--- config.mk ---
export PLATFORM = sky130hd
export DESIGN_NAME = ocpa_output_compare_pulse_accumulator
export DESIGN_NICKNAME = d
export VERILOG_FILES = /design/src/rtl/ocpa_pkg.sv /design/src/rtl/ocpa_output_compare_pulse_accumulator.sv
export SDC_FILE = /design/constraint.sdc
export NUM_CORES = 1
export LEC_CHECK = 0
export ABC_AREA = 1
export BUFFER_PORTS_ARGS = -buffer_cell sky130_fd_sc_hd__buf_2
export CAP_MARGIN = 20
export CORE_AREA = 2 2 163 125
export DETAILED_ROUTE_END_ITERATION = 12
export DIE_AREA = 0 0 165 127
export HOLD_SLACK_MARGIN = 0.06
export PLACE_DENSITY = 0.63
export SYNTH_ARGS = -nofsm -noshare
export SYNTH_HDL_FRONTEND = slang
export SYNTH_SLANG_ARGS = --single-unit
--- constraint.sdc ---
create_clock -name sys_clk_i -period 7.4 [get_ports sys_clk_i]
set_clock_uncertainty 0.05 [all_clocks]
set_input_delay 0.74 -clock sys_clk_i [delete_from_list [all_inputs] [get_ports sys_clk_i]]
set_output_delay 0.74 -clock sys_clk_i [all_outputs]
set_load 0.005 [all_outputs]
--- src/rtl/ocpa_pkg.sv ---
// Constants, register map and bus carrier for the output compare / pulse accumulator block
// Summary of operation
// - Compare value registers are 16-bit read-write; idle ones act as plain storage.
// - A channel's compare flag sets whenever the counter equals its compare value.
// - First flag register bits clear only by writing one; zero leaves them.
// - Shared register is compare five when selected; its shared flag sets on match.
// - Channels one to four request interrupt when flag and matching enable are set.
// - Channel five interrupt needs compare five selected, enable set and flag set.
// - Channels two to five pin action: 00 none, 01 toggle, 10 low, 11 high.
// - Writing one to a force bit fires that action at the next count step.
// - Forced compares drive pins like matches but set no flag, request no interrupt.
// - Channel one mask bits map to port A bits seven to three.
// - On channel one match, masked pins take the channel one data bits.
// - Event mode counts each selected edge; input rate at most half the clock.
// - Gated mode counts clock over 64 while input is not at inhibit level.
// - Accumulator input follows port A bit seven pin, even when driven as output.
// - Accumulator runs only while its enable bit is one.
// - Mode and edge bits: 00 falling, 01 rising, 10 inhibit low, 11 inhibit high.
// - Overflow flag sets each time the count wraps from ff to 00.
// - Overflow requests interrupt when enabled; flag cleared by writing one.
// - Edge flag sets on every selected edge; interrupt when enabled; write one clears.
// - Accumulator count survives reset and is readable and writable any time.
// - Increments and software reads never collide, so reads are stable.
// - Compare value registers reset to all ones.
// - Each enabled channel compares against the counter once per count step.
// - Pin action happens on every match even with the flag still set.
package ocpa_pkg;

    typedef struct packed {
        logic [7:0] addr;
        logic [7:0] wdata;
        logic       wr;
        logic       rd;
    } ocpa_bus_req_type;

    // Register offsets
    localparam logic [7:0] OFS_PORT_A_DATA   = 8'h00;
    localparam logic [7:0] OFS_PORT_A_DIR    = 8'h01;
    localparam logic [7:0] OFS_COMPARE_FORCE = 8'h0b;
    localparam logic [7:0] OFS_CH1_PIN_MASK  = 8'h0c;
    localparam logic [7:0] OFS_CH1_PIN_DATA  = 8'h0d;
    localparam logic [7:0] OFS_CMP_FIRST     = 8'h16;
    localparam logic [7:0] OFS_CMP_LAST      = 8'h1f;
    localparam logic [7:0] OFS_PIN_ACTION    = 8'h20;
    localparam logic [7:0] OFS_INT_EN_FIRST  = 8'h22;
    localparam logic [7:0] OFS_FLAGS_FIRST   = 8'h23;
    localparam logic [7:0] OFS_INT_EN_SECOND = 8'h24;
    localparam logic [7:0] OFS_FLAGS_SECOND  = 8'h25;
    localparam logic [7:0] OFS_ACC_CONTROL   = 8'h26;
    localparam logic [7:0] OFS_ACC_COUNT     = 8'h27;

    localparam int NUM_CH = 5;

    // Field positions
    localparam int BIT_CH1_FLAG      = 7;
    localparam int BIT_LOW_PIN       = 3;
    localparam int BIT_ACC_PIN       = 7;
    localparam int BIT_ACC_OVF       = 5;
    localparam int BIT_ACC_EDGE      = 4;
    localparam int BIT_ACC_ENABLE    = 6;
    localparam int BIT_ACC_GATED     = 5;
    localparam int BIT_ACC_EDGE_SEL  = 4;
    localparam int BIT_CAPTURE4_SEL  = 2;

    // Reset values
    localparam logic [15:0] RST_COMPARE_VALUE = 16'hffff;
    localparam logic [7:0]  RST_REG8          = 8'h00;
    localparam logic [4:0]  RST_CH_VEC        = 5'h00;

    // Gated mode time base
    localparam int         ACC_GATE_DIV = 64;
    localparam int         ACC_PRE_W    = $clog2(ACC_GATE_DIV);
    localparam logic [7:0] ACC_WRAP     = 8'hff;

endpackage : ocpa_pkg

--- src/rtl/ocpa_output_compare_pulse_accumulator.sv ---
// Five-channel output compare with port A pin actions and an 8-bit pulse accumulator
//
// Strobed register access was decided locally.
`timescale 1ns/10ps
`default_nettype none
module ocpa_output_compare_pulse_accumulator (
    // Clock and reset
    input  wire logic                       sys_clk_i,
    input  wire logic                       reset_n_i,
    // Free-running counter from the timer core
    input  wire logic [15:0]                tcnt_i,
    input  wire logic                       count_step_i,
    // Register port
    input  wire ocpa_pkg::ocpa_bus_req_type bus_req_i,
    output logic [7:0]                      rd_data_o,
    // Port A pins
    input  wire logic [7:0]                 port_a_in_i,
    output logic [7:0]                      port_a_out_o,
    output logic [7:0]                      port_a_oe_o,
    // Interrupt requests
    output logic [4:0]                      compare_int_req_o,
    output logic                            acc_overflow_int_req_o,
    output logic                            acc_edge_int_req_o
);

    localparam int NCH = ocpa_pkg::NUM_CH;

    // Reset synchroniser
    logic                 rst_meta_r;
    logic                 rst_sync_r;

    // Compare channels
    logic [15:0]          cmp_r [NCH];
    logic [NCH-1:0]       ch_enable;
    logic [NCH-1:0]       match;
    logic [NCH-1:0]       force_fire;
    logic [NCH-1:0]       act;
    logic [NCH-1:0]       force_pend_r;
    logic [NCH-1:0]       force_pend_nxt;
    logic [NCH-1:0]       cmp_flag_r;
    logic [NCH-1:0]       cmp_flag_nxt;
    logic [NCH-1:0]       cmp_int_en_r;
    logic [NCH-1:0]       wr_vec;

    // Port A and control
    logic [7:0]           port_a_data_r;
    logic [7:0]           port_a_data_nxt;
    logic [7:0]           port_a_dir_r;
    logic [7:0]           pin_action_r;
    logic [7:0]           ch1_mask_r;
    logic [7:0]           ch1_data_r;
    logic [7:0]           acc_ctrl_r;

    // Pulse accumulator
    logic [7:0]           acc_count_r;
    logic                 acc_ovf_flag_r;
    logic                 acc_edge_flag_r;
    logic                 acc_ovf_int_en_r;
    logic                 acc_edge_int_en_r;
    logic                 acc_pin_prev_r;
    logic [ocpa_pkg::ACC_PRE_W-1:0] acc_pre_r;
    logic                 acc_pin;
    logic                 acc_rise;
    logic                 acc_fall;
    logic                 acc_sel_edge;
    logic                 acc_gate_tick;
    logic                 acc_inc;
    logic                 acc_overflow;
    logic                 acc_edge_event;

    // Register port
    logic [7:0]           rd_data_nxt;
    logic [2:0]           cmp_rd_idx;
    logic                 wr_force;
    logic                 wr_flags1;
    logic                 wr_flags2;
    logic                 wr_count;

    // Reset release through two flops
    // Assert is asynchronous; only the release waits for the clock
    always_ff @(posedge sys_clk_i or negedge reset_n_i) begin
        if (!reset_n_i) begin
            rst_meta_r <= 1'b0;
            rst_sync_r <= 1'b0;
        end else begin
            rst_meta_r <= 1'b1;
            rst_sync_r <= rst_meta_r;
        end
    end

    // Writes with side effects
    assign wr_force  = bus_req_i.wr && bus_req_i.addr == ocpa_pkg::OFS_COMPARE_FORCE;
    assign wr_flags1 = bus_req_i.wr && bus_req_i.addr == ocpa_pkg::OFS_FLAGS_FIRST;
    assign wr_flags2 = bus_req_i.wr && bus_req_i.addr == ocpa_pkg::OFS_FLAGS_SECOND;
    assign wr_count  = bus_req_i.wr && bus_req_i.addr == ocpa_pkg::OFS_ACC_COUNT;

    // Channel i lives at register bit 7-i in the flag, enable and force registers
    genvar gi;
    generate
        for (gi = 0; gi < NCH; gi++) begin : g_ch
            localparam logic [7:0] OFS_HI = 8'(ocpa_pkg::OFS_CMP_FIRST + 2 * gi);
            localparam logic [7:0] OFS_LO = 8'(ocpa_pkg::OFS_CMP_FIRST + 2 * gi + 1);

            // Compare value kept regardless of use, so it doubles as storage
            // Bytes land one at a time; a half-written value can match
            always_ff @(posedge sys_clk_i or negedge rst_sync_r) begin
                if (!rst_sync_r) begin
                    cmp_r[gi] <= ocpa_pkg::RST_COMPARE_VALUE;
                end else if (bus_req_i.wr && bus_req_i.addr == OFS_HI) begin
                    cmp_r[gi][15:8] <= bus_req_i.wdata;
                end else if (bus_req_i.wr && bus_req_i.addr == OFS_LO) begin
                    cmp_r[gi][7:0] <= bus_req_i.wdata;
                end
            end

            // Channel five only compares when port A bit three is not a capture input
            if (gi == NCH - 1) begin : g_shared
                assign ch_enable[gi] = !acc_ctrl_r[ocpa_pkg::BIT_CAPTURE4_SEL];
            end else begin : g_plain
                assign ch_enable[gi] = 1'b1;
            end

            // Matched once per counter value, only on the step that loads it
            assign match[gi] = ch_enable[gi] && count_step_i
                               && tcnt_i == cmp_r[gi];

            // Armed force fires on the next count step
            assign force_fire[gi] = force_pend_r[gi] && count_step_i;
            assign act[gi]        = match[gi] || force_fire[gi];
            assign wr_vec[gi]     = bus_req_i.wdata[ocpa_pkg::BIT_CH1_FLAG - gi];
        end
    endgenerate

    // Force bits: a write during the firing step waits for the next one
    always_comb begin
        force_pend_nxt = force_pend_r & ~force_fire;

        if (wr_force) begin
            force_pend_nxt = force_pend_nxt | wr_vec;
        end
    end

    always_ff @(posedge sys_clk_i or negedge rst_sync_r) begin
        if (!rst_sync_r) begin
            force_pend_r <= ocpa_pkg::RST_CH_VEC;
        end else begin
            force_pend_r <= force_pend_nxt;
        end
    end

    // Match flags: only real matches set them; a set in the clearing cycle wins
    always_comb begin
        cmp_flag_nxt = cmp_flag_r;
        if (wr_flags1) begin
            cmp_flag_nxt = cmp_flag_r & ~wr_vec;
        end

        cmp_flag_nxt = cmp_flag_nxt | match;
    end

    always_ff @(posedge sys_clk_i or negedge rst_sync_r) begin
        if (!rst_sync_r) begin
            cmp_flag_r <= ocpa_pkg::RST_CH_VEC;
        end else begin
            cmp_flag_r <= cmp_flag_nxt;
        end
    end

    // Port A data: channel one first, then the per-channel action on its own pin
    always_comb begin
        port_a_data_nxt = port_a_data_r;
        if (bus_req_i.wr && bus_req_i.addr == ocpa_pkg::OFS_PORT_A_DATA) begin
            port_a_data_nxt = bus_req_i.wdata;
        end

        // Hardware beats a same-cycle software write
        if (act[0]) begin
            for (int b = ocpa_pkg::BIT_LOW_PIN; b < 8; b++) begin
                if (ch1_mask_r[b]) begin
                    port_a_data_nxt[b] = ch1_data_r[b];
                end
            end
        end

        // Channels two to five beat channel one; toggle uses the old level
        for (int k = 1; k < NCH; k++) begin
            if (act[k]) begin
                case (pin_action_r[9-2*k -: 2])
                    2'b01:   port_a_data_nxt[7-k] = ~port_a_data_r[7-k];
                    2'b10:   port_a_data_nxt[7-k] = 1'b0;
                    2'b11:   port_a_data_nxt[7-k] = 1'b1;
                    default: port_a_data_nxt[7-k] = port_a_data_nxt[7-k];
                endcase
            end
        end
    end

    always_ff @(posedge sys_clk_i or negedge rst_sync_r) begin
        if (!rst_sync_r) begin
            port_a_data_r <= ocpa_pkg::RST_REG8;
        end else begin
            port_a_data_r <= port_a_data_nxt;
        end
    end

    // Plain control registers
    // Enables stored by channel, not by bit
    always_ff @(posedge sys_clk_i or negedge rst_sync_r) begin
        if (!rst_sync_r) begin
            port_a_dir_r      <= ocpa_pkg::RST_REG8;
            pin_action_r      <= ocpa_pkg::RST_REG8;
            ch1_mask_r        <= ocpa_pkg::RST_REG8;
            ch1_data_r        <= ocpa_pkg::RST_REG8;
            acc_ctrl_r        <= ocpa_pkg::RST_REG8;
            cmp_int_en_r      <= ocpa_pkg::RST_CH_VEC;
            acc_ovf_int_en_r  <= 1'b0;
            acc_edge_int_en_r <= 1'b0;
        end else if (bus_req_i.wr) begin
            if (bus_req_i.addr == ocpa_pkg::OFS_PORT_A_DIR) begin
                port_a_dir_r <= bus_req_i.wdata;
            end else if (bus_req_i.addr == ocpa_pkg::OFS_PIN_ACTION) begin
                pin_action_r <= bus_req_i.wdata;
            end else if (bus_req_i.addr == ocpa_pkg::OFS_CH1_PIN_MASK) begin
                ch1_mask_r <= bus_req_i.wdata;
            end else if (bus_req_i.addr == ocpa_pkg::OFS_CH1_PIN_DATA) begin
                ch1_data_r <= bus_req_i.wdata;
            end else if (bus_req_i.addr == ocpa_pkg::OFS_ACC_CONTROL) begin
                acc_ctrl_r <= bus_req_i.wdata;
            end else if (bus_req_i.addr == ocpa_pkg::OFS_INT_EN_FIRST) begin
                cmp_int_en_r <= wr_vec;
            end else if (bus_req_i.addr == ocpa_pkg::OFS_INT_EN_SECOND) begin
                acc_ovf_int_en_r  <= bus_req_i.wdata[ocpa_pkg::BIT_ACC_OVF];
                acc_edge_int_en_r <= bus_req_i.wdata[ocpa_pkg::BIT_ACC_EDGE];
            end
        end
    end

    // Pulse accumulator: input is the pin itself, whatever the direction
    assign acc_pin  = port_a_in_i[ocpa_pkg::BIT_ACC_PIN];
    assign acc_rise = acc_pin && !acc_pin_prev_r;
    assign acc_fall = !acc_pin && acc_pin_prev_r;

    // Edge polarity also marks the end of a gated interval in gated mode
    assign acc_sel_edge = acc_ctrl_r[ocpa_pkg::BIT_ACC_EDGE_SEL] ? acc_rise : acc_fall;

    assign acc_gate_tick = &acc_pre_r;
    assign acc_edge_event = acc_ctrl_r[ocpa_pkg::BIT_ACC_ENABLE] && acc_sel_edge;

    // Edges seen cycle by cycle, so pulses faster than half the clock are missed
    always_comb begin
        acc_inc = 1'b0;
        if (acc_ctrl_r[ocpa_pkg::BIT_ACC_ENABLE]) begin
            if (!acc_ctrl_r[ocpa_pkg::BIT_ACC_GATED]) begin
                acc_inc = acc_sel_edge;
            end else begin
                acc_inc = acc_gate_tick
                          && acc_pin != acc_ctrl_r[ocpa_pkg::BIT_ACC_EDGE_SEL];
            end
        end
    end

    // A same-cycle count write cancels the wrap
    assign acc_overflow = acc_inc && !wr_count && acc_count_r == ocpa_pkg::ACC_WRAP;

    // Prescaler free-runs from reset
    always_ff @(posedge sys_clk_i or negedge rst_sync_r) begin
        if (!rst_sync_r) begin
            acc_pin_prev_r <= 1'b0;
            acc_pre_r      <= '0;
        end else begin
            acc_pin_prev_r <= acc_pin;
            acc_pre_r      <= acc_pre_r + 1'b1;
        end
    end

    // Count has no reset; a software write beats a same-cycle increment.
    // Reads capture the settled value before this edge, so they never see a half update.
    always_ff @(posedge sys_clk_i) begin
        if (wr_count) begin
            acc_count_r <= bus_req_i.wdata;
        end else if (acc_inc) begin
            acc_count_r <= acc_count_r + 8'h01;
        end
    end

    // Second flag register: set beats a same-cycle clear
    // Written zeros leave both flags alone
    always_ff @(posedge sys_clk_i or negedge rst_sync_r) begin
        if (!rst_sync_r) begin
            acc_ovf_flag_r  <= 1'b0;
            acc_edge_flag_r <= 1'b0;
        end else begin
            if (acc_overflow) begin
                acc_ovf_flag_r <= 1'b1;
            end else if (wr_flags2 && bus_req_i.wdata[ocpa_pkg::BIT_ACC_OVF]) begin
                acc_ovf_flag_r <= 1'b0;
            end
            if (acc_edge_event) begin
                acc_edge_flag_r <= 1'b1;
            end else if (wr_flags2 && bus_req_i.wdata[ocpa_pkg::BIT_ACC_EDGE]) begin
                acc_edge_flag_r <= 1'b0;
            end
        end
    end

    // Interrupt requests, registered from the current flags
    always_ff @(posedge sys_clk_i or negedge rst_sync_r) begin
        if (!rst_sync_r) begin
            compare_int_req_o      <= ocpa_pkg::RST_CH_VEC;
            acc_overflow_int_req_o <= 1'b0;
            acc_edge_int_req_o     <= 1'b0;
        end else begin
            // Dropped while channel five's pin is a capture input
            compare_int_req_o      <= cmp_flag_r & cmp_int_en_r & ch_enable;
            acc_overflow_int_req_o <= acc_ovf_flag_r && acc_ovf_int_en_r;
            acc_edge_int_req_o     <= acc_edge_flag_r && acc_edge_int_en_r;
        end
    end

    // Read mux; the force register always reads zero
    assign cmp_rd_idx = 3'((bus_req_i.addr - ocpa_pkg::OFS_CMP_FIRST) >> 1);

    // Unmapped and reserved bits read zero
    always_comb begin
        rd_data_nxt = 8'h00;
        if (!bus_req_i.rd) begin
            rd_data_nxt = 8'h00;
        end else if (bus_req_i.addr == ocpa_pkg::OFS_PORT_A_DATA) begin
            rd_data_nxt = port_a_data_r;
        end else if (bus_req_i.addr == ocpa_pkg::OFS_PORT_A_DIR) begin
            rd_data_nxt = port_a_dir_r;
        end else if (bus_req_i.addr == ocpa_pkg::OFS_CH1_PIN_MASK) begin
            rd_data_nxt = ch1_mask_r & 8'hf8;
        end else if (bus_req_i.addr == ocpa_pkg::OFS_CH1_PIN_DATA) begin
            rd_data_nxt = ch1_data_r & 8'hf8;
        end else if (bus_req_i.addr >= ocpa_pkg::OFS_CMP_FIRST
                     && bus_req_i.addr <= ocpa_pkg::OFS_CMP_LAST) begin
            rd_data_nxt = bus_req_i.addr[0] ? cmp_r[cmp_rd_idx][7:0]
                                            : cmp_r[cmp_rd_idx][15:8];
        end else if (bus_req_i.addr == ocpa_pkg::OFS_PIN_ACTION) begin
            rd_data_nxt = pin_action_r;
        end else if (bus_req_i.addr == ocpa_pkg::OFS_INT_EN_FIRST) begin
            rd_data_nxt = {cmp_int_en_r[0], cmp_int_en_r[1], cmp_int_en_r[2],
                           cmp_int_en_r[3], cmp_int_en_r[4], 3'h0};
        end else if (bus_req_i.addr == ocpa_pkg::OFS_FLAGS_FIRST) begin
            rd_data_nxt = {cmp_flag_r[0], cmp_flag_r[1], cmp_flag_r[2],
                           cmp_flag_r[3], cmp_flag_r[4], 3'h0};
        end else if (bus_req_i.addr == ocpa_pkg::OFS_INT_EN_SECOND) begin
            rd_data_nxt = {2'h0, acc_ovf_int_en_r, acc_edge_int_en_r, 4'h0};
        end else if (bus_req_i.addr == ocpa_pkg::OFS_FLAGS_SECOND) begin
            rd_data_nxt = {2'h0, acc_ovf_flag_r, acc_edge_flag_r, 4'h0};
        end else if (bus_req_i.addr == ocpa_pkg::OFS_ACC_CONTROL) begin
            rd_data_nxt = acc_ctrl_r & 8'h74;
        end else if (bus_req_i.addr == ocpa_pkg::OFS_ACC_COUNT) begin
            rd_data_nxt = acc_count_r;
        end
    end

    // Outputs straight from flops
    always_ff @(posedge sys_clk_i or negedge rst_sync_r) begin
        if (!rst_sync_r) begin
            rd_data_o    <= 8'h00;
            port_a_out_o <= 8'h00;
            port_a_oe_o  <= 8'h00;
        end else begin
            rd_data_o    <= rd_data_nxt;
            port_a_out_o <= port_a_data_nxt;
            port_a_oe_o  <= port_a_dir_r;
        end
    end

endmodule // ocpa_output_compare_pulse_accumulator
`default_nettype wire

==> run summary, run 1 <==
• **outcome** finished, final reports clean
• **sum of routed wire length over all layers** 27.20 mm
• **critical path start-end classification** primary input to register
• **switching power of the nets** 631.4 uW
• **Synth Instances** 1183
• **net switching fraction of the power** 0.2849
• **drt wl/cell** 18.24 microns
• **number of detailed-routing iterations run before antenna repair** 5
• **total via count after detailed routing** 8284
• **RSZ-0062 raised after global routing** no
• **half-perimeter wire length of the detailed placement result** 18.91 mm
• **maximum fanout count along the critical path** 46
• **ratio of cells with drive above 1 in the final layout** 0.1809
• **die boundary width** 165 microns
• **critical-path cell list** buf_2, buf_4, ha_1, inv_1, a21oi_1, o21ai_0, nand3_1, nand3_1, nand2_1, nand2_1, nand2_1, nand4_1, nand2_1, inv_1
• **buffer count from post-CTS setup fixing** 0
• **time the worst path needs with I/O delays and setup** 3.450 ns
• **Num Clock Sinks** 177
• **Cell variety after synth** 43
• **count of buffers inserted at the top-level ports** 68
• **clock root buffer** sky130_fd_sc_hd__clkbuf_16
• **setup TNS after final layout** 0 ns
• **average vias per placed instance** 5.556
• **internal power contribution** 1585 uW
• **first-pass GRT wire length** 43.19 mm
• **antenna violations before repair** 0
• **total power per unit cell area** 212.7 mW/mm^2
• **Arrival @ worst endpoint** 3.75 ns
• **slowest stage cell on the critical path** sky130_fd_sc_hd__ha_1
• **syn avg cell area** 7.911 sq um
• **kind of launch point of the worst setup path** primary input
• **Clock Power Share** 0.416
• **number of gates resized after cts** 0
• **area of the die** 0.02096 sq mm
• **DRT antenna net count** 0
• **kind of end point of the critical path** register
• **number of max-slew violations in the final report** 0
• **measured slew at the worst slew-check pin** 1.007 ns
• **NumNets Final** 1273
• **netlist area before placement** 0.009359 sq mm
• **cell mode on critical path** sky130_fd_sc_hd__nand2_1
• **Max Clk Rate** 289.8 MHz
• **placed cell count** 1457
• **standby leakage power** 0.004576 uW
• **maximum capacitance violations** 0
• **Core ar.** 0.01921 sq mm
• **filler instances** 1882
• **Seq pwr share** 0.482
• **number of buffers on the longest clock path** 2
• **worst relative slew slack** 0.3285
• **clock buffers created by TritonCTS** 17
• **number of primary I/O pins** 76
• **Critical Path Max Stage Delay** 0.69 ns
• **relative area change from synthesis to final layout** 11.35%
• **CP top delay family** buffers and inverters
• **peak supply drop** 0.0001276 V
• **hold slack** 0.3039 ns
• **DRC errors left** 0
• **clock tree from TritonCTS** done
• **drt first-iter violations** 814
• **endpoints failing setup** 0
• **final worst path period share** 0.4662
• **maximum number of pins on one net before global-route repair** 79
• **Synth Warn #** 0
• **antenna fix cells** 0
• **Hold Crit Class** register to register
• **vias in the first global route** 7604
• **effective utilization at floorplan** 0.4871
• **Total Routing Usage GR** 0.2728
• **Buf+Inv Stages, Crit Path** 4
• **Clock Pin Slew Worst Setup and Hold Paths** 0.08 ns
• **fraction of the yosys area taken by sequential cells** 0.4882
• **final number of hold-violating endpoints** 0
• **Congestion Overflow GR** 0
• **clock latency of the later-clocked register in the worst-skew pair** 0.45 ns
• **number of nets produced by synthesis** 1231
• **die extent in y** 127 microns
• **Cell Count, Final, Fillers Out** 1491
• **post-route core utilization** 0.5424
• **routability cong.** 0.9042
• **count of state elements after synthesis** 177
• **share of power burned in combinational logic** 0.102
• **H-tree depth** 4
• **WP data required** 7.70 ns
• **number of cell rows** 44
timing repair:
item                                    CTS  global route
hold endpoints to repair                  2             0
endpoints found under the setup margin    0             0
hold buffers                              1             0
routing by layer:
metal	global-route usage	part of all wire	routed length [microns]	up-vias
met5	0	0	0	-
met2	0.3811	0.42	11480	312
met3	0.05779	0.085	2310	34
met4	0.07315	0.014	369	0
li1	-	-	-	4008
met1	0.4260	0.48	13040	3930
layout by cell type (no fill, tap or decap), types with 3 or more instances in the layout:
cell                        Yosys  final
sky130_fd_sc_hd__o2111ai_1      7      7
sky130_fd_sc_hd__o211ai_1       5      5
sky130_fd_sc_hd__buf_4          4      3
sky130_fd_sc_hd__nor2_1        54     54
sky130_fd_sc_hd__nor2_4         4      4
sky130_fd_sc_hd__edfxtp_1       8      8
sky130_fd_sc_hd__nand4_1       22     22
sky130_fd_sc_hd__xnor2_1       22     22
sky130_fd_sc_hd__nand2_2        6      6
sky130_fd_sc_hd__xor2_1        19     19
sky130_fd_sc_hd__dfstp_2       80     80
sky130_fd_sc_hd__clkinv_1       5      5
sky130_fd_sc_hd__nand2_1      331    331
sky130_fd_sc_hd__inv_2          8      8
sky130_fd_sc_hd__inv_8          0      6
sky130_fd_sc_hd__nor3_1        13     13
sky130_fd_sc_hd__or2_2         14     14
sky130_fd_sc_hd__clkbuf_16      0     17
sky130_fd_sc_hd__o21ai_0      168    168
sky130_fd_sc_hd__a21oi_1       57     57
sky130_fd_sc_hd__o22ai_1        8      8
sky130_fd_sc_hd__nand3_1      102    102
sky130_fd_sc_hd__nand3b_1       6      6
sky130_fd_sc_hd__inv_1         83     83
sky130_fd_sc_hd__buf_2         12     68
sky130_fd_sc_hd__ha_1           3      3
sky130_fd_sc_hd__dfrtp_1       89     88
final timing paths:
check	slack, ns	cells past startpoint	startpoint	to
worst max-delay path	3.95	14	bus_req_i[11]	rd_data_o[3]
worst min-delay path	0.30	0	rst_meta_r	rst_sync_r
worst max register to register	4.93	2	rst_sync_r	port_a_dir_r[0]
worst min register to register	0.30	0	rst_meta_r	rst_sync_r
max in group asynchronous	4.93	2	rst_sync_r	port_a_dir_r[0]
min in group asynchronous	0.31	0	rst_sync_r	acc_ctrl_r[2]
logic make-up (layout without fill, tap and decap cells):
kind of cell	Yosys count	count (layout)	share of synthesized area
xor gates and xnor gates	42	42	0.04011
AOI/OAI and AO/OA	254	254	0.1432
DFF	177	177	0.4882
and+or+nand+nor	560	560	0.2607
other	1	1	0.0004007
adders and majority gates	3	3	0.004011
buffers and inverters	146	201	0.06337
power groups by stage:
stage          Combinational [uW]  Clock, uW  Sequential (uW)
6_report                      227        922             1070
5_1_grt                       254        981             1070
4_1_cts                       225        934             1070
3_5_place_dp                  224          0             1080
3_3_place_gp                  221          0             1080
2_1_floorplan                 143          0             1080
stage by stage:
stage | setup slack [ns] | area, sq um | power (uW)
2_1_floorplan | 2.432 | 9359 | 1226
3_3_place_gp | 3.591 | 9809 | 1304
3_5_place_dp | 3.612 | 9809 | 1308
4_1_cts | 4.052 | 10410 | 2226
5_1_grt | 3.762 | 10420 | 2309
6_report | 3.950 | 10420 | 2216
registers in the layout, indices dropped and copies added (netlist names), 6 cells and up:
name,flops
port_a_oe_o,8
rd_data_o,8
acc_count_r,8
pin_action_r,8
port_a_dir_r,8
acc_pre_r,6
port_a_out_o,8
cmp_r,80
cell usage after synthesis:
library cell / n / area share
sky130_fd_sc_hd__nand4_1: 22 / 0.015
sky130_fd_sc_hd__inv_2: 8 / 0.0032
sky130_fd_sc_hd__xor2_1: 19 / 0.018
sky130_fd_sc_hd__conb_1: 1 / 0.00040
sky130_fd_sc_hd__nor2_2: 2 / 0.0013
sky130_fd_sc_hd__buf_6: 2 / 0.0024
sky130_fd_sc_hd__ha_1: 3 / 0.0040
sky130_fd_sc_hd__nand3b_1: 6 / 0.0048
sky130_fd_sc_hd__dfstp_2: 80 / 0.22
sky130_fd_sc_hd__edfxtp_1: 8 / 0.026
sky130_fd_sc_hd__nor3_2: 2 / 0.0021
sky130_fd_sc_hd__buf_2: 12 / 0.0064
sky130_fd_sc_hd__clkinv_1: 5 / 0.0020
sky130_fd_sc_hd__nand2_2: 6 / 0.0040
sky130_fd_sc_hd__a21oi_1: 57 / 0.030
sky130_fd_sc_hd__o21ai_0: 168 / 0.090
sky130_fd_sc_hd__or2_2: 14 / 0.0094
sky130_fd_sc_hd__xnor2_2: 1 / 0.0017
sky130_fd_sc_hd__nand2_1: 331 / 0.13
sky130_fd_sc_hd__nor4_1: 1 / 0.00067
sky130_fd_sc_hd__a21o_1: 2 / 0.0016
sky130_fd_sc_hd__o2111ai_1: 7 / 0.0066
sky130_fd_sc_hd__o21ai_1: 1 / 0.00053
sky130_fd_sc_hd__nand3_2: 1 / 0.0011
sky130_fd_sc_hd__o31ai_1: 1 / 0.00080
sky130_fd_sc_hd__xnor2_1: 22 / 0.021
sky130_fd_sc_hd__a22oi_1: 2 / 0.0016
sky130_fd_sc_hd__dfrtp_1: 89 / 0.24
sky130_fd_sc_hd__a21boi_0: 1 / 0.00080
sky130_fd_sc_hd__nor3_1: 13 / 0.0070
sky130_fd_sc_hd__a31oi_1: 1 / 0.00067
sky130_fd_sc_hd__nor2_4: 4 / 0.0048
sky130_fd_sc_hd__nand2_4: 1 / 0.0012
sky130_fd_sc_hd__inv_1: 83 / 0.033
sky130_fd_sc_hd__buf_4: 4 / 0.0032
sky130_fd_sc_hd__or2_1: 1 / 0.00067
sky130_fd_sc_hd__buf_1: 2 / 0.00080
sky130_fd_sc_hd__nand3_1: 102 / 0.055
sky130_fd_sc_hd__o32ai_1: 1 / 0.00094
sky130_fd_sc_hd__nor2_1: 54 / 0.022
sky130_fd_sc_hd__o22ai_1: 8 / 0.0053
sky130_fd_sc_hd__clkbuf_1: 30 / 0.012
sky130_fd_sc_hd__o211ai_1: 5 / 0.0040
area by class of cell:
type                    instances  area (sq um)  share of cell area
flip-flops and latches        177          4573              0.4388
multi-input cells             860          4197              0.4027
clock buffers                  17         425.4             0.04082
repair buffers                 73         380.4             0.03650
inverters                      96         360.3             0.03458
well taps                     253         316.6             0.03038
clock inverters                15         168.9             0.01621
Power figures use the tool's default switching activity.
==> run 2: changes to the inputs <==
--- a/config.mk
+++ b/config.mk
@@ -5,7 +5,7 @@
 export SDC_FILE = /design/constraint.sdc
 export NUM_CORES = 1
 export LEC_CHECK = 0
-export ABC_AREA = 1
+export ABC_AREA = 0
 export BUFFER_PORTS_ARGS = -buffer_cell sky130_fd_sc_hd__buf_2
 export CAP_MARGIN = 20
 export CORE_AREA = 2 2 163 125
==> constraint.sdc (replaced) <==
create_clock -name sys_clk_i -period 3.3 [get_ports sys_clk_i]
set_clock_uncertainty 0.05 [all_clocks]
set_input_delay 0.33 -clock sys_clk_i [delete_from_list [all_inputs] [get_ports sys_clk_i]]
set_output_delay 0.33 -clock sys_clk_i [all_outputs]
set_load 0.005 [all_outputs]
==> run 2 against run 1 <==
Net effect:
- combinational power increased by 120%
- total power increased by 120%
- via count decreased by 14%
- critical path depth decreased by 8
- critical endpoint is now port_a_out_o[6]
- largest power group unchanged
- highest routed layer unchanged
==> run summary, run 2 <==
• **Synth Instances** 873
• **maximum number of pins on one net before global-route repair** 59
• **peak supply drop** 0.0003328 V
• **number of detailed-routing iterations run before antenna repair** 6
• **Arrival @ worst endpoint** 2.80 ns
• **vias in the first global route** 6777
• **first-pass GRT wire length** 41.57 mm
• **Max Clk Rate** 395.1 MHz
• **number of primary I/O pins** 76
• **most frequent cells in the layout** sky130_fd_sc_hd__nand2_1 (115), sky130_fd_sc_hd__dfrtp_1 (88), sky130_fd_sc_hd__dfstp_2 (80)
• **kind of end point of the critical path** register
• **WP data required** 3.57 ns
• **DRT antenna net count** 0
• **number of cell rows** 44
• **share of power burned in combinational logic** 0.103
• **Total Routing Usage GR** 0.2717
• **count of buffers inserted at the top-level ports** 68
• **final number of hold-violating endpoints** 0
• **clock latency of the later-clocked register in the worst-skew pair** 0.43 ns
• **final non-filler cell area** 0.01053 sq mm
• **standby leakage power** 0.004470 uW
• **final worst path period share** 0.7670
• **drt wl/cell** 23.28 microns
• **net switching fraction of the power** 0.2660
• **Hold Crit Class** primary input to asynchronous set/reset pin
• **number of max-slew violations in the final report** 0
• **most frequent cell after synthesis** sky130_fd_sc_hd__nand2_1
• **pre-CTS setup slack** 0.6959 ns
• **area post-placement** 0.009932 sq mm
• **H-tree depth** 4
• **die boundary width** 165 microns
• **Seq pwr share** 0.491
• **most frequent cells after synthesis** sky130_fd_sc_hd__nand2_1 (115), sky130_fd_sc_hd__dfrtp_1 (89), sky130_fd_sc_hd__dfstp_2 (80)
• **antenna fix cells** 0
• **routability cong.** 0.9432
• **clock buffers created by TritonCTS** 17
• **Clock Power Share** 0.406
• **Cell variety after synth** 63
• **max reg flops** 80
• **total power per unit cell area** 467.0 mW/mm^2
• **fraction of the yosys area taken by sequential cells** 0.4887
• **Congestion Overflow GR** 0
• **number of nets produced by synthesis** 921
• **measured slew at the worst slew-check pin** 0.8400 ns
• **maximum fanout count along the critical path** 3
• **die extent in y** 127 microns
• **maximum capacitance violations** 0
• **Critical Path Max Stage Delay** 0.72 ns
• **critical-path cell list** xor2_1, nor4_1, nand4_1, o21ai_0, a311oi_1, a311o_1
• **Num Clock Sinks** 177
• **endpoints failing setup** 0
• **switching power of the nets** 1308 uW
• **proportion of register bits with asynchronous set or reset after synthesis** 0.9548
• **setup TNS after final layout** 0 ns
• **clock root buffer** sky130_fd_sc_hd__clkbuf_16
• **half-perimeter wire length of the detailed placement result** 19.76 mm
• **area of the die** 0.02096 sq mm
• **post-route core utilization** 0.5481
• **kind of launch point of the worst setup path** register
• **area share of the largest cell type after synthesis** 0.2382
• **ratio of cells with drive above 1 in the final layout** 0.3294
• **Clock Pin Slew Worst Setup and Hold Paths** 0.07 ns
• **Core ar.** 0.01921 sq mm
• **critical path start-end classification** register to register
• **outcome** finished, final reports clean
• **Main synth FF type** sky130_fd_sc_hd__dfrtp_1
• **clock tree from TritonCTS** done
• **syn avg cell area** 10.71 sq um
• **total via count after detailed routing** 7097
• **cell taking the most area after synthesis** sky130_fd_sc_hd__dfrtp_1
• **final setup slack of the worst path** 0.7689 ns
• **time the worst path needs with I/O delays and setup** 2.531 ns
• **internal power contribution** 3609 uW
• **sum of routed wire length over all layers** 27.52 mm
• **ranking of synthesized cells by area** sky130_fd_sc_hd__dfrtp_1 (24%), sky130_fd_sc_hd__dfstp_2 (22%), sky130_fd_sc_hd__mux2_2 (9.3%)
• **effective utilization at floorplan** 0.4867
• **antenna violations before repair** 0
• **worst relative slew slack** 0.4400
• **leading cell type in the layout, fill and taps excluded** sky130_fd_sc_hd__nand2_1
• **DRC errors left** 0
• **number of enable-type register cells in the synthesized netlist** 8
• **Synth Warn #** 0
• **relative area change from synthesis to final layout** 12.62%
• **register containing the most flip-flops in the final layout** cmp_r
• **slowest stage cell on the critical path** sky130_fd_sc_hd__nor4_1
• **count of state elements after synthesis** 177
• **RSZ-0062 raised after global routing** no
• **drt first-iter violations** 809
• **average vias per placed instance** 6.004
• **netlist area before placement** 0.009350 sq mm
• **NumNets Final** 964
• **number of buffers on the longest clock path** 2
## run 2: cell types whose count changed in the layout (fill, tap and decap cells not counted), moves of 33 or more
cell                      delta
sky130_fd_sc_hd__mux2_2     +77
sky130_fd_sc_hd__nor2_1     -33
sky130_fd_sc_hd__inv_1      -70
sky130_fd_sc_hd__xor2_1     +45
sky130_fd_sc_hd__nand2_1   -216
sky130_fd_sc_hd__o21ai_0    -93
sky130_fd_sc_hd__nand3_1    -59
sky130_fd_sc_hd__a21oi_1    -45
## run 2: worst max-delay path, delay by kind of cell, from the launching register on
kind	cells	cell delay [ns]
compound gates	3	0.77
xor+xnor	1	0.06
flops	1	0.56
simple gates	2	0.98
## run 2: power by group through the flow
| stage | registers (uW) | logic (uW) | clock network, uW |
|---|---|---|---|
| final | 2410 | 506 | 2000 |
| after global routing | 2420 | 550 | 2120 |
| after CTS | 2410 | 503 | 2030 |
| after detailed placement | 2450 | 496 | 0 |
| after global placement | 2440 | 492 | 0 |
| after floorplan | 2430 | 312 | 0 |
## run 2: metrics by stage
step,std cells,power [uW],hold WS (ns)
floorplan,873,2738,-0.01559
global placement,1148,2936,0.06780
detailed placement,1148,2943,0.06611
CTS,1182,4942,0.1578
global route,1182,5098,0.1662
finish,1182,4917,0.1607
## run 2: logic make-up (layout without fill, tap and decap cells)
| family | count (synthesis) | count (layout) | share of synthesized area |
|---|---|---|---|
| AOI/OAI and AO/OA | 163 | 163 | 0.1123 |
| muxes | 98 | 98 | 0.1393 |
| and+or+nand+nor | 258 | 258 | 0.1337 |
| adders and majority gates | 3 | 3 | 0.004015 |
| DFF | 177 | 177 | 0.4887 |
| other | 1 | 1 | 0.0004011 |
| buffers and inverters | 80 | 136 | 0.03452 |
| xor gates and xnor gates | 93 | 93 | 0.08711 |
## run 2: final timing paths
kind                              start              end  cells after the start  slack [ns]
setup / recovery              cmp_r[59]  port_a_out_o[6]                      6        0.77
hold reg to reg              rst_meta_r       rst_sync_r                      0        0.30
setup reg to reg              cmp_r[59]  port_a_out_o[6]                      6        0.77
min in group sys_clk_i     bus_req_i[5]  force_pend_r[4]                      3        0.17
hold / removal                reset_n_i       rst_sync_r                      2        0.16
max in group asynchronous    rst_sync_r        cmp_r[27]                      1        1.94
## run 2: per-layer routing
metal,track usage,up-vias,wire length (microns),part of all wire
met2,0.3797,295,11440,0.42
met4,0.07059,0,510,0.019
met5,0,-,0,0
met3,0.07338,30,2654,0.096
met1,0.4165,3545,12920,0.47
li1,-,3227,-,-
## run 2: layout make-up
type                       instances  area, sq um
fill                            1662         8683
sequential                       177         4573
multi-input combinational        616         4458
timing repair buffer              91        555.5
clock buffer                      19        454.2
inverter                          13        48.80
tap                              253        316.6
clock inverter                    13        123.9
## run 2: repair_timing
action / CTS / global route
resized for setup: 0 / 0
setup buffers: 0 / 0
endpoints found under the hold margin: 3 / 0
hold buffers: 2 / 0
==> run 3: changes to the inputs <==
==> constraint.sdc (replaced) <==
create_clock -name sys_clk_i -period 2.4 [get_ports sys_clk_i]
set_clock_uncertainty 0.05 [all_clocks]
set_input_delay 0.24 -clock sys_clk_i [delete_from_list [all_inputs] [get_ports sys_clk_i]]
set_output_delay 0.24 -clock sys_clk_i [all_outputs]
set_load 0.005 [all_outputs]
==> run 3 against run 2 <==
Net effect:
- first-iteration DRC count increased by 6.7%
- critical path depth increased by 1
- non-clock buffer count increased by 35
- setup slack got worse by 0.72 ns
- register-to-register slack got worse by 0.72 ns
==> run summary, run 3 (synthesized netlist as in run 2, its figures left out) <==
• **internal power contribution** 5122 uW
• **NumNets Final** 999
• **Clock Power Share** 0.415
• **antenna violations before repair** 0
• **clock buffers created by TritonCTS** 17
• **met1 demand-to-capacity share in global routing** 0.4357
• **first-pass GRT wire length** 42.41 mm
• **filler instances** 1684
• **die extent in y** 127 microns
• **time the worst path needs with I/O delays and setup** 2.346 ns
• **average vias per placed instance** 5.955
• **final worst path period share** 0.9776
• **DRC errors left** 0
• **half-perimeter wire length of the detailed placement result** 20.44 mm
• **endpoints failing setup** 0
• **Max Clk Rate** 426.2 MHz
• **DRT antenna net count** 0
• **maximum number of pins on one net before global-route repair** 54
• **setup TNS after final layout** 0 ns
• **reg2reg path depth** 7
• **Congestion Overflow GR** 0
• **Num Clock Sinks** 177
• **most frequent cells in the layout** sky130_fd_sc_hd__nand2_1 (115), sky130_fd_sc_hd__dfrtp_1 (88), sky130_fd_sc_hd__dfstp_2 (80)
• **effective utilization at floorplan** 0.4867
• **clock latency of the later-clocked register in the worst-skew pair** 0.44 ns
• **share of power burned in combinational logic** 0.106
• **net switching fraction of the power** 0.2586
• **switching power of the nets** 1786 uW
• **number of max-slew violations in the final report** 0
• **antenna fix cells** 0
• **clock root buffer** sky130_fd_sc_hd__clkbuf_16
• **drt first-iter violations** 863
• **count of buffers inserted at the top-level ports** 68
• **end point of the worst hold path** rd_data_o[7]
• **kind of launch point of the worst setup path** register
• **Total Routing Usage GR** 0.2760
• **global routing usage on met2** 0.3755
• **sum of routed wire length over all layers** 28.10 mm
• **number of detailed-routing iterations run before antenna repair** 8
• **total via count after detailed routing** 7247
• **routability cong.** 0.9629
• **sequential cell area** 0.004573 sq mm
• **outcome** finished, final reports clean
• **maximum fanout count along the critical path** 6
• **max reg flops** 80
• **worst relative slew slack** 0.4329
• **measured slew at the worst slew-check pin** 0.8475 ns
• **number of primary I/O pins** 76
• **peak supply drop** 0.0003904 V
• **number of cells on the worst hold path** 2
• **maximum capacitance violations** 0
• **number of cell rows** 44
• **standby leakage power** 0.004667 uW
• **clock tree from TritonCTS** done
• **Hold Crit Class** primary input to register
• **Clock Pin Slew Worst Setup and Hold Paths** 0.07 ns
• **number of buffers on the longest clock path** 2
• **kind of end point of the critical path** register
• **Core ar.** 0.01921 sq mm
• **final non-filler cell area** 0.01085 sq mm
• **final number of hold-violating endpoints** 0
• **reg2reg end** port_a_out_o[6]
• **relative area change from synthesis to final layout** 16.02%
• **area of the die** 0.02096 sq mm
• **GR met3 Demand/Resource** 0.06461
• **Cell Count, Final, Fillers Out** 1217
• **WP data required** 2.67 ns
• **H-tree depth** 4
• **RSZ-0062 raised after global routing** no
• **crit path from** cmp_r[67]
• **total area of multi-input combinational cells** 0.004459 sq mm
• **area post-placement** 0.01018 sq mm
• **most heavily used metal layer in global routing** met1
• **vias in the first global route** 6863
• **critical path start-end classification** register to register
• **startpoint of the tightest hold check path** bus_req_i[0]
• **slack of the worst reg-to-reg path** 0.05 ns
• **leading cell type in the layout, fill and taps excluded** sky130_fd_sc_hd__nand2_1
• **Arrival @ worst endpoint** 2.61 ns
• **Seq pwr share** 0.479
• **origin of the critical flop-to-flop path** cmp_r[67]
• **register containing the most flip-flops in the final layout** cmp_r
• **drt wl/cell** 23.09 microns
• **die boundary width** 165 microns
• **total power per unit cell area** 636.8 mW/mm^2
• **ratio of cells with drive above 1 in the final layout** 0.3517
• **placed cell count** 1180
run 3: cell count changes in the layout (fill, tap and decap cells not counted), sizes merged:
cell and delta:
clkbuf +4, buf +32, clkinvlp -2, inv -3
dlygate4sd3 +3, clkinv +1
run 3: cell type report:
class,instances,area share
clock buffer,23,0.04798
clock inverter,9,0.008420
inverter,13,0.004498
multi-input combinational,616,0.4111
sequential,177,0.4216
tap,253,0.02918
timing repair buffer,126,0.07728
run 3: timing repair:
item	in CTS	in global routing
hold buffers	5	0
endpoints found under the hold margin	6	0
endpoints found under the setup margin	0	1
buffers inserted	0	0
resized for setup	0	1
run 3: per-stage QoR:
step | setup slack [ns] | util | total power (uW) | hold slack, ns
CTS | 0.03084 | 0.5645 | 6929 | 0.06380
finish | 0.05370 | 0.5646 | 6908 | 0.06915
detailed placement | 0.05678 | 0.5301 | 4072 | -0.02336
global route | 0.003490 | 0.5646 | 7135 | 0.07081
floorplan | 0.3401 | - | 3766 | -0.1056
global placement | 0.07112 | 0.5301 | 4064 | -0.02373
run 3: worst max-delay path, stage by stage (launching register included):
cell                       delay (ns)
sky130_fd_sc_hd__dfstp_2         0.55
sky130_fd_sc_hd__xor2_1          0.14
sky130_fd_sc_hd__nor4_1          0.37
sky130_fd_sc_hd__buf_4           0.22
sky130_fd_sc_hd__and2_1          0.21
sky130_fd_sc_hd__a22o_2          0.23
sky130_fd_sc_hd__a311oi_1        0.11
sky130_fd_sc_hd__a311o_1         0.34
run 3: how the worst max path moves through the flow:
stage	endpoint
2_1_floorplan	rd_data_o[2]
3_3_place_gp	port_a_out_o[6]
3_5_place_dp	port_a_out_o[6]
4_1_cts	port_a_out_o[6]
5_1_grt	port_a_out_o[6]
6_report	port_a_out_o[6]
run 3: power groups by stage:
stage	clock network [uW]	logic [uW]	registers, uW
finish	2860	733	3310
global route	3020	792	3330
CTS	2900	726	3310
detailed placement	0	715	3360
global placement	0	710	3350
floorplan	0	429	3340
run 3: metal layers:
metal | part of all wire | up-vias
met3 | 0.097 | 38
met5 | 0 | -
met4 | 0.018 | 0
met2 | 0.41 | 319
li1 | - | 3271
met1 | 0.47 | 3619
